$ cat config.mk
export PLATFORM = sky130hd
export DESIGN_NAME = iolc_classifier
export DESIGN_NICKNAME = d
export VERILOG_FILES = /design/src/rtl/iolc_classifier_note_end.v /design/src/rtl/iolc_reset_sync.v /design/src/rtl/iolc_classifier.v
export VERILOG_INCLUDE_DIRS = /design/src /design/src/rtl
export SDC_FILE = /design/constraint.sdc
export NUM_CORES = 1
export LEC_CHECK = 0
export BUFFER_PORTS_ARGS = -buffer_cell sky130_fd_sc_hd__buf_2
export CORE_ASPECT_RATIO = 0.7
export CORE_MARGIN = 5
export CORE_UTILIZATION = 51
export CTS_CLUSTER_DIAMETER = 50
export DETAILED_ROUTE_END_ITERATION = 6
export PLACE_DENSITY = 0.83
export SLEW_MARGIN = 0
export SYNTH_ARGS = -nofsm -noshare
export SYNTH_HDL_FRONTEND = slang
export SYNTH_SLANG_ARGS = --single-unit
$ cat constraint.sdc
create_clock -name mclk -period 2.2 [get_ports mclk]
set_input_delay 0.66 -clock mclk [delete_from_list [all_inputs] [get_ports mclk]]
set_output_delay 0.66 -clock mclk [all_outputs]
set_load 0.01 [all_outputs]
$ cat src/rtl/iolc_defines.vh
`ifndef IOLC_DEFINES_VH
`define IOLC_DEFINES_VH

// opcode classes presented by the decode front end
`define IOLC_CLS_ADD        5'h00
`define IOLC_CLS_ADC        5'h01
`define IOLC_CLS_AND        5'h02
`define IOLC_CLS_ADJ_ADD    5'h03
`define IOLC_CLS_ADJ_DIV    5'h04
`define IOLC_CLS_ADJ_MUL    5'h05
`define IOLC_CLS_ADJ_SUB    5'h06
`define IOLC_CLS_PD_ADD     5'h07
`define IOLC_CLS_EA_CALC    5'h08
`define IOLC_CLS_NOP        5'h09
`define IOLC_CLS_INT_MUL    5'h0a
`define IOLC_CLS_PIPE2_OP   5'h0b
`define IOLC_CLS_WC_MOVE    5'h0c
`define IOLC_CLS_SIZED_OP   5'h0d
`define IOLC_CLS_FSTACK_OP  5'h0e
`define IOLC_CLS_BIT_OP     5'h0f

// decode path codes, ordered by complexity
`define IOLC_PATH_SINGLE    2'h0
`define IOLC_PATH_DUAL      2'h1
`define IOLC_PATH_MICRO     2'h2

// operand size and precision selectors
`define IOLC_SZ_16          2'h0
`define IOLC_SZ_32          2'h1
`define IOLC_SZ_64          2'h2
`define IOLC_PC_SINGLE      2'h0
`define IOLC_PC_DOUBLE      2'h1
`define IOLC_PC_EXTENDED    2'h2

// pipe masks, bit n set means pipe n allowed
`define IOLC_PIPE_ANY       3'h7
`define IOLC_PIPE_ONLY0     3'h1
`define IOLC_PIPE_ONLY2     3'h4
`define IOLC_PIPE_NONE      3'h0

// latencies in cycles
`define IOLC_LAT_ALU_REG    8'h01
`define IOLC_LAT_ALU_MEM    8'h04
`define IOLC_LAT_ADJ        8'h05
`define IOLC_LAT_ADJ_MUL    8'h0e
`define IOLC_LAT_ADJ_MUL_LT 8'h0f
`define IOLC_LAT_PD_REG     8'h04
`define IOLC_LAT_LOAD_ADD   8'h02
`define IOLC_LAT_EA_SIMPLE  8'h01
`define IOLC_LAT_EA_COMPLEX 8'h02
`define IOLC_LAT_MUL_REG    8'h03
`define IOLC_LAT_MUL_MEM    8'h06
`define IOLC_LAT_BIT_REG    8'h02
`define IOLC_LAT_BIT_MEM    8'h05
`define IOLC_LAT_PIPE2      8'h01
`define IOLC_LAT_WC         8'h06
`define IOLC_LAT_SZ16       8'h01
`define IOLC_LAT_SZ32       8'h01
`define IOLC_LAT_SZ64       8'h01
`define IOLC_LAT_FP_SGL     8'h1a
`define IOLC_LAT_FP_DBL     8'h2a
`define IOLC_LAT_FP_EXT     8'h4a

// effective-address source count limit for the fast form
`define IOLC_EA_FAST_SRCS   2'h2

`endif

$ cat src/rtl/iolc_classifier_note_end.v
`timescale 1ns/10ps
`default_nettype none
`default_nettype wire

$ cat src/rtl/iolc_reset_sync.v
`timescale 1ns/10ps
`default_nettype none

module iolc_reset_sync (
  // clock and raw reset
  input  wire mclk,
  input  wire rst_b,
  // released copy
  output wire rstSyncB
);

  reg stage1B;
  reg stage2B;

  ////////////////////////////////////////////////////////////////////////////
  // assert at once, release two edges later to avoid metastable release
  always @(posedge mclk or negedge rst_b) begin
    if (!rst_b) begin
      stage1B <= 1'b0;
      stage2B <= 1'b0;
    end else begin
      stage1B <= 1'b1;
      stage2B <= stage1B;
    end
  end

  assign rstSyncB = stage2B;

endmodule

`default_nettype wire

$ cat src/rtl/iolc_classifier.v
// Operation
// - latency is dependent micro-op chain length
// - latencies assume cache hit, no contention
// - add/adc/and: single slot, 1 or 4
// - adjust ops microcode, 5; multiply 14/15
// - packed double add memory form adds 2
// - address calc 1, scaled or many 2
// - first restriction: pipe 0 only
// - second restriction: pipe 2 only
// - no-operation uses no execution resources
// - write-combining ops flag combining buffers
// - size-dependent latency picked by 16/32/64
// - stack float latency picked by precision
// - register or memory form selects latency
// - first register destination, second source
// - paths ordered, more complex means more micro-ops
`timescale 1ns/10ps
`include "iolc_defines.vh"
`default_nettype none

module iolc_classifier #(
  parameter CLS_W = 5,
  parameter LAT_W = 8,
  parameter REG_W = 4
) (
  // clock and reset
  input  wire             mclk,
  input  wire             rst_b,
  // request from the decode front end
  input  wire             reqValid,
  input  wire [CLS_W-1:0] opClass,
  input  wire             memForm,
  input  wire [1:0]       opSize,
  input  wire [1:0]       precCtl,
  input  wire             eaScaled,
  input  wire [1:0]       eaSrcCount,
  input  wire             laterVariant,
  input  wire [REG_W-1:0] firstReg,
  input  wire [REG_W-1:0] secondReg,
  // answer to the scheduler
  output reg              outValid,
  output reg  [1:0]       decodePath,
  output reg  [LAT_W-1:0] latency,
  output reg  [2:0]       pipeMask,
  output reg  [1:0]       uopSlots,
  output reg              allocExec,
  output reg              wcUse,
  output reg              unknownOp,
  output reg  [REG_W-1:0] dstReg,
  output reg  [REG_W-1:0] srcReg
);

  wire             rstSyncB;
  reg [1:0]        next_decodePath;
  reg [LAT_W-1:0]  next_latency;
  reg [2:0]        next_pipeMask;
  reg              next_allocExec;
  reg              next_wcUse;
  reg              next_unknownOp;

  ////////////////////////////////////////////////////////////////////////////
  // reset release
  iolc_reset_sync uResetSync (
    .mclk     (mclk),
    .rst_b    (rst_b),
    .rstSyncB (rstSyncB)
  );

  ////////////////////////////////////////////////////////////////////////////
  // helpers shared by several classes

  // three-way pick, out-of-range selector falls to the widest value
  function [LAT_W-1:0] selTriple;
    input [1:0]       sel;
    input [LAT_W-1:0] v0;
    input [LAT_W-1:0] v1;
    input [LAT_W-1:0] v2;
    begin
      case (sel)
        2'h0:    selTriple = v0;
        2'h1:    selTriple = v1;
        default: selTriple = v2;
      endcase
    end
  endfunction

  // register form first, memory form second
  function [LAT_W-1:0] selRegMem;
    input             isMem;
    input [LAT_W-1:0] regLat;
    input [LAT_W-1:0] memLat;
    begin
      selRegMem = isMem ? memLat : regLat;
    end
  endfunction

  // micro-op slot count grows with path complexity
  function [1:0] slotsOf;
    input [1:0] path;
    begin
      case (path)
        `IOLC_PATH_SINGLE: slotsOf = 2'h1;
        `IOLC_PATH_DUAL:   slotsOf = 2'h2;
        default:           slotsOf = 2'h3;
      endcase
    end
  endfunction

  ////////////////////////////////////////////////////////////////////////////
  // class lookup; figures are isolated latencies, so cache misses and pipe
  // contention are the scheduler's problem, not encoded here
  always @* begin
    next_decodePath = `IOLC_PATH_SINGLE;
    next_latency    = `IOLC_LAT_ALU_REG;
    next_pipeMask   = `IOLC_PIPE_ANY;
    next_allocExec  = 1'b1;
    next_wcUse      = 1'b0;
    next_unknownOp  = 1'b0;
    case (opClass)
      `IOLC_CLS_ADD, `IOLC_CLS_ADC, `IOLC_CLS_AND: begin
        next_decodePath = `IOLC_PATH_SINGLE;
        next_latency    = selRegMem(memForm, `IOLC_LAT_ALU_REG,
                                    `IOLC_LAT_ALU_MEM);
      end
      `IOLC_CLS_ADJ_ADD, `IOLC_CLS_ADJ_DIV, `IOLC_CLS_ADJ_SUB: begin
        next_decodePath = `IOLC_PATH_MICRO;
        next_latency    = `IOLC_LAT_ADJ;
      end
      `IOLC_CLS_ADJ_MUL: begin
        next_decodePath = `IOLC_PATH_MICRO;
        next_latency    = laterVariant ? `IOLC_LAT_ADJ_MUL_LT
                                       : `IOLC_LAT_ADJ_MUL;
      end
      `IOLC_CLS_PD_ADD: begin
        // load part may overlap older work; reported figure is isolated
        next_latency = selRegMem(memForm, `IOLC_LAT_PD_REG,
                                 `IOLC_LAT_PD_REG
                                 + `IOLC_LAT_LOAD_ADD);
      end
      `IOLC_CLS_EA_CALC: begin
        if (eaScaled || (eaSrcCount > `IOLC_EA_FAST_SRCS)) begin
          next_latency = `IOLC_LAT_EA_COMPLEX;
        end else begin
          next_latency = `IOLC_LAT_EA_SIMPLE;
        end
      end
      `IOLC_CLS_NOP: begin
        next_pipeMask  = `IOLC_PIPE_NONE;
        next_allocExec = 1'b0;
        next_latency   = {LAT_W{1'b0}};
      end
      `IOLC_CLS_INT_MUL: begin
        next_pipeMask = `IOLC_PIPE_ONLY0;
        next_latency  = selRegMem(memForm, `IOLC_LAT_MUL_REG,
                                  `IOLC_LAT_MUL_MEM);
      end
      `IOLC_CLS_PIPE2_OP: begin
        next_pipeMask = `IOLC_PIPE_ONLY2;
        next_latency  = `IOLC_LAT_PIPE2;
      end
      `IOLC_CLS_WC_MOVE: begin
        next_decodePath = `IOLC_PATH_MICRO;
        next_wcUse      = 1'b1;
        next_latency    = `IOLC_LAT_WC;
      end
      `IOLC_CLS_SIZED_OP: begin
        next_latency = selTriple(opSize, `IOLC_LAT_SZ16,
                                 `IOLC_LAT_SZ32,
                                 `IOLC_LAT_SZ64);
      end
      `IOLC_CLS_FSTACK_OP: begin
        next_latency = selTriple(precCtl, `IOLC_LAT_FP_SGL,
                                 `IOLC_LAT_FP_DBL,
                                 `IOLC_LAT_FP_EXT);
      end
      `IOLC_CLS_BIT_OP: begin
        // memory form steps up to microcode
        next_decodePath = memForm ? `IOLC_PATH_MICRO
                                  : `IOLC_PATH_DUAL;
        next_latency    = selRegMem(memForm, `IOLC_LAT_BIT_REG,
                                    `IOLC_LAT_BIT_MEM);
      end
      default: begin
        // unknown class: claim nothing, let the front end trap it
        next_unknownOp  = 1'b1;
        next_decodePath = `IOLC_PATH_MICRO;
        next_latency    = {LAT_W{1'b0}};
        next_pipeMask   = `IOLC_PIPE_NONE;
        next_allocExec  = 1'b0;
      end
    endcase
  end

  ////////////////////////////////////////////////////////////////////////////
  // answer register; fields hold between requests so the scheduler may
  // sample late, but only the outValid pulse marks a fresh answer
  always @(posedge mclk or negedge rstSyncB) begin
    if (!rstSyncB) begin
      outValid   <= 1'b0;
      decodePath <= `IOLC_PATH_SINGLE;
      latency    <= {LAT_W{1'b0}};
      pipeMask   <= `IOLC_PIPE_NONE;
      uopSlots   <= 2'h0;
      allocExec  <= 1'b0;
      wcUse      <= 1'b0;
      unknownOp  <= 1'b0;
      dstReg     <= {REG_W{1'b0}};
      srcReg     <= {REG_W{1'b0}};
    end else begin
      outValid <= reqValid;
      if (reqValid) begin
        decodePath <= next_decodePath;
        latency    <= next_latency;
        pipeMask   <= next_pipeMask;
        uopSlots   <= next_allocExec ? slotsOf(next_decodePath)
                                     : 2'h0;
        allocExec  <= next_allocExec;
        wcUse      <= next_wcUse;
        unknownOp  <= next_unknownOp;
        dstReg     <= firstReg;
        srcReg     <= secondReg;
      end
    end
  end

endmodule

`default_nettype wire

Word level (Yosys, flattened, before mapping). Index checks and enable logic that the tools add are counted.

Flip-flop bits (word level): 29. Input bits: 25. Output and inout port bits: 27. Logic and storage cells: 57.

$lt $le $gt $ge: 1. Equal/unequal tests: 17. Muxes and demuxes: 16. Reduce and logical (&&, ||, !) cells: 11.

Operators with widths (number): $pmux W7 S10 (1); $eq A5 B4 Y1 const B (8); $eq A5 B3 Y1 const B (4); $reduce_or A16 Y1 (1); $reduce_or A15 Y1 (1); $pmux W7 S2 (1); $reduce_or A13 Y1 (1); $eq A5 B2 Y1 const B (2); $reduce_or A10 Y1 (1); $mux W3 (3); $pmux W3 S3 (1); $mux W2 (4); $pmux W2 S2 (2); $reduce_or A3 Y1 (2); $eq A5 B1 Y1 const B (1); $logic_not A5 Y1 (1); $eq A2 B1 Y1 const B (2); $logic_not A2 Y1 (2); $mux W1 (4); $gt A2 B2 Y1 const B (1); $reduce_or A2 Y1 (1); $logic_or A1 B1 Y1 (1).

Depth between registers and ports, before layout.
Depth after elaboration: 6. Mapped depth: 6. Gate-level depth less buffers: 4.

Modules after synthesis. A second synthesis with hierarchy kept.

Cell total of the unflattened synthesis: 131. Area total of the unflattened synthesis: 1373.8 um^2.

By module, submodules not included: iolc_classifier (times used 1, cells each 128, area an instance 1320.0 um^2, seq. area each 650.6 um^2); iolc_reset_sync (times used 1, cells each 3, area an instance 53.8 um^2, seq. area each 50.0 um^2).

Least setup slack after synthesis. OpenSTA, ideal clock, no wires.

Path type: input port to flip-flop. Start point: input opClass[0]. End point: register latency[1]. Library setup time: 0.086 ns. Arrival: 1.551 ns. Required time: 2.114 ns. Slack: 0.563 ns. Stages: 5. Cells stage by stage: buf_2 -> nand2b_1 -> o21ai_2 -> or4b_4 -> o221ai_2.

Longest elaborated chain between the ends: 3.

RTL lines: start, declared (line iolc_classifier.v:31) `input wire [CLS_W-1:0] opClass,`; $eq A5 B2 Y1 (tied with other cells) (line iolc_classifier.v:119) `case (opClass)`; $reduce_or A3 Y1 or $reduce_or A2 Y1 (tied branches); $pmux W7 S10 (*) (line iolc_classifier.v:119); end signal, assigned (line iolc_classifier.v:201) `latency <= {LAT_W{1'b0}};`; end signal, assigned (line iolc_classifier.v:213) `latency <= next_latency;`; end, declared (line iolc_classifier.v:43) `output reg [LAT_W-1:0] latency,`.

Every way passes the cells marked *; elsewhere a longest branch is shown, timed or not. A chain may end at the register's enable or synchronous reset.

Worst setup path in the final report.
Start point: input opClass[2]. End point: register latency[1].

Same word-level chain as after synthesis.

==> run summary <==
* 15 — number of core rows
* finished clean — result of the run
* 0.09 ns — clock-pin slew reported for the worst setup and hold paths after clock tree synthesis
* 0 — remaining global-route overflow
* 14.5 um — post-detailed-route wirelength per cell
* 630 MHz — Max Clk Rate
* 0.894 — Routability Congestion
* 0.809 nW — Leak
* 1087 — routed vias
* 0.000452 V — maximum vdd drop
* 40 — number of distinct library cells after synthesis
* dfrtp_1 — most repeated cell in the gate-level netlist after synthesis
* 0 — residual DRC count
* 0 — number of synthesized flops with an enable pin
* 53.2 um — die boundary height
* 0.27 ns — clock network latency to the later pin of the worst-skew pair
* 0 — post-CTS sizing
* 21.8% — area overhead of the layout relative to synthesis
* 206 — Final Non-Filler Cells
* 2500 um^2 — core region area
* 0 — post-CTS setup buffer count
* 48 — input/output buffers
* 0 — antenna violations before repair
* 34 — starting DRC count in detailed routing
* 202 — DP Cell Count
* 0.00221 ns — Fin Clk Skew
* 0 — count of antenna diodes in the layout
* 198 — net count reported at finish
* 1360 um^2 — post-synth design cell area
* false — unrepaired setup endpoints after global routing
* dfrtp_1, mux2_2, inv_1 — biggest area contributors in the synthesized netlist
* 701 um^2 — footprint of the flip-flops and latches
* 0.516 — area share of the largest cell type after synthesis
* 3810 um^2 — Total Die Area
* dfrtp_1 — leading register cell type out of synthesis
* primary input to register — Critical Setup Path Class
* 0.722 — post-route clock period utilization
* 15 — Crit Path Max Fanout
* 154 — Synth Net Count
* 653 nW/um^2 — areal power density over the cells
* 10.5 um^2 — mean instance size in the synthesized netlist
* 2.39 ns — endpoint required time on the critical path
* 3 — number of buffers created by CTS
* yes — clock tree from TritonCTS
* 0.516 — sequential fraction of the synthesis area
* clkbuf_8 — CTS Root Buffer Type
* 0 — Antenna Nets Post-Route
* dfrtp_1, inv_1, mux2_2, buf_2, o21ai_1 — leading cell types by count after synthesis
* 1.77 ns — signal arrival time at the worst endpoint
* 28 — clock sinks
* 551 um^2 — area of combinational cells with multiple inputs
* 0.986 ns — transition time at the pin with the least slew margin
* 0 — Final Hold Fails
* 2980 um — final routed wirelength across all metal layers
* 0.544 — effective utilization at floorplan
* 0 — total of hold buffers inserted after clock tree synthesis
* 2 — clk buf depth
* 0 — depth of the worst register-to-register path
* 2320 um — detailed-placement wirelength estimate
* 0.407 — share of final-layout standard cells stronger than drive strength 1
* 5.28 — vias per inst
* primary input to asynchronous set/reset pin — path type of the worst min-delay path
* 1.00 — share of async-settable or async-resettable flops after synthesis
* register — Critical Path End Type
* uResetSync.rstSyncB — worst flop-to-flop path startpoint
* 129 — number of instances in the synthesized netlist
* primary input — type of element launching the critical path
* 4 — total iterations of the first detailed-routing run
* 1.59 ns — shortest period the worst path allows
* latency[1] — Critical R2R Capture
* 1093 — number of global-route vias before repair
* 0 ns — Setup TNS Final
* 0 — reported max-cap violation count
* 71.7 um — Chip Width
* 5000 um — wire length of the first global-routing pass
* 34 — largest net degree at the start of global routing
* 202 — fillcell total
* 1.19 ns — r2r setup slk
* 0.343 — Slew HR
* dfrtp_1 — dominant cell type by area after synthesis
* 0 — Slew Viols, Final
* 0 — count of yosys warnings during synthesis
* 0.156 ns — worst hold-check slack
* 0.169 — GR Util All Layers
* 0 — total of endpoints with negative setup slack in the final report
* 1 — number of H-tree levels
* 52 — top-level port count
* 28 — count of state elements after synthesis
## worst max-delay path by stage
stage / from / to / cells past startpoint
final: opClass[2] / latency[1] / 5
after global routing: opClass[2] / latency[1] / 5
after CTS: opClass[2] / latency[1] / 5
after detailed placement: opClass[2] / latency[1] / 5
after global placement: opClass[2] / latency[1] / 5
after floorplan: opClass[0] / latency[1] / 5
## report_power, final
| part | switching [mW] | internal, mW |
|---|---|---|
| Combinational | 0.106 | 0.0891 |
| Sequential | 0.0266 | 0.554 |
| Clock | 0.144 | 0.160 |
| Total | 0.277 | 0.803 |
## final cells by class
type / instances / area share
flip-flops and latches: 28 / 0.424
repair buffers: 49 / 0.150
well taps: 34 / 0.0257
inverters: 15 / 0.0341
multi-input cells: 76 / 0.333
clock buffers: 4 / 0.0333
## metrics by stage
step,setup WS (ns),util,area [um^2],total power [mW]
after floorplan,0.563,-,1360,0.705
after global placement,0.371,0.640,1600,0.776
after detailed placement,0.328,0.640,1600,0.789
after CTS,0.611,0.662,1650,1.09
after global routing,0.554,0.662,1650,1.14
final,0.612,0.662,1650,1.08
## placed cells by master, fill, tap and decap left out, types with 2 or more instances in the layout
cell type	instances
buf_2	48
dfrtp_1	28
inv_1	14
mux2_2	12
o21ai_1	7
nor2_1	5
o22ai_1	5
nand2b_1	4
nand3_1	4
clkbuf_8	4
nand2_1	3
nor2b_1	3
a21oi_1	3
nand4_1	2
and3_1	2
nor3_1	2
o2bb2ai_1	2
a31oi_1	2
conb_1	2
## flip-flops by register name, summed over array words and instances (netlist names)
name                 count
unknownOp                1
uopSlots                 2
allocExec                1
uResetSync.rstSyncB      1
outValid                 1
decodePath               2
srcReg                   4
uResetSync.stage1B       1
wcUse                    1
pipeMask                 3
dstReg                   4
latency                  7
## critical path: stages
cell and delay [ns]:
buf_2 0.22, nand2b_1 0.20, o21ai_2 0.12, or4b_4 0.49, o221ai_2 0.07
## cells by family (layout without fill, tap and decap cells)
group | after synthesis | after routing | share of synthesized area
DFF | 28 | 28 | 0.516
AOI/OAI and AO/OA | 31 | 31 | 0.160
xor gates and xnor gates | 1 | 1 | 0.00645
muxes | 12 | 12 | 0.0995
other | 2 | 2 | 0.00553
and+or+nand+nor | 30 | 30 | 0.134
buffers and inverters | 25 | 68 | 0.0783
## layer usage
layer	share of wire	vias up	wire length (um)	track usage
met3	0.062	4	185	0.0588
li1	-	531	-	-
met5	0	-	0	0
met1	0.40	520	1190	0.201
met4	0.015	0	44	0.0375
met2	0.52	32	1560	0.297
No activity file was read; power rests on OpenSTA's default activity.
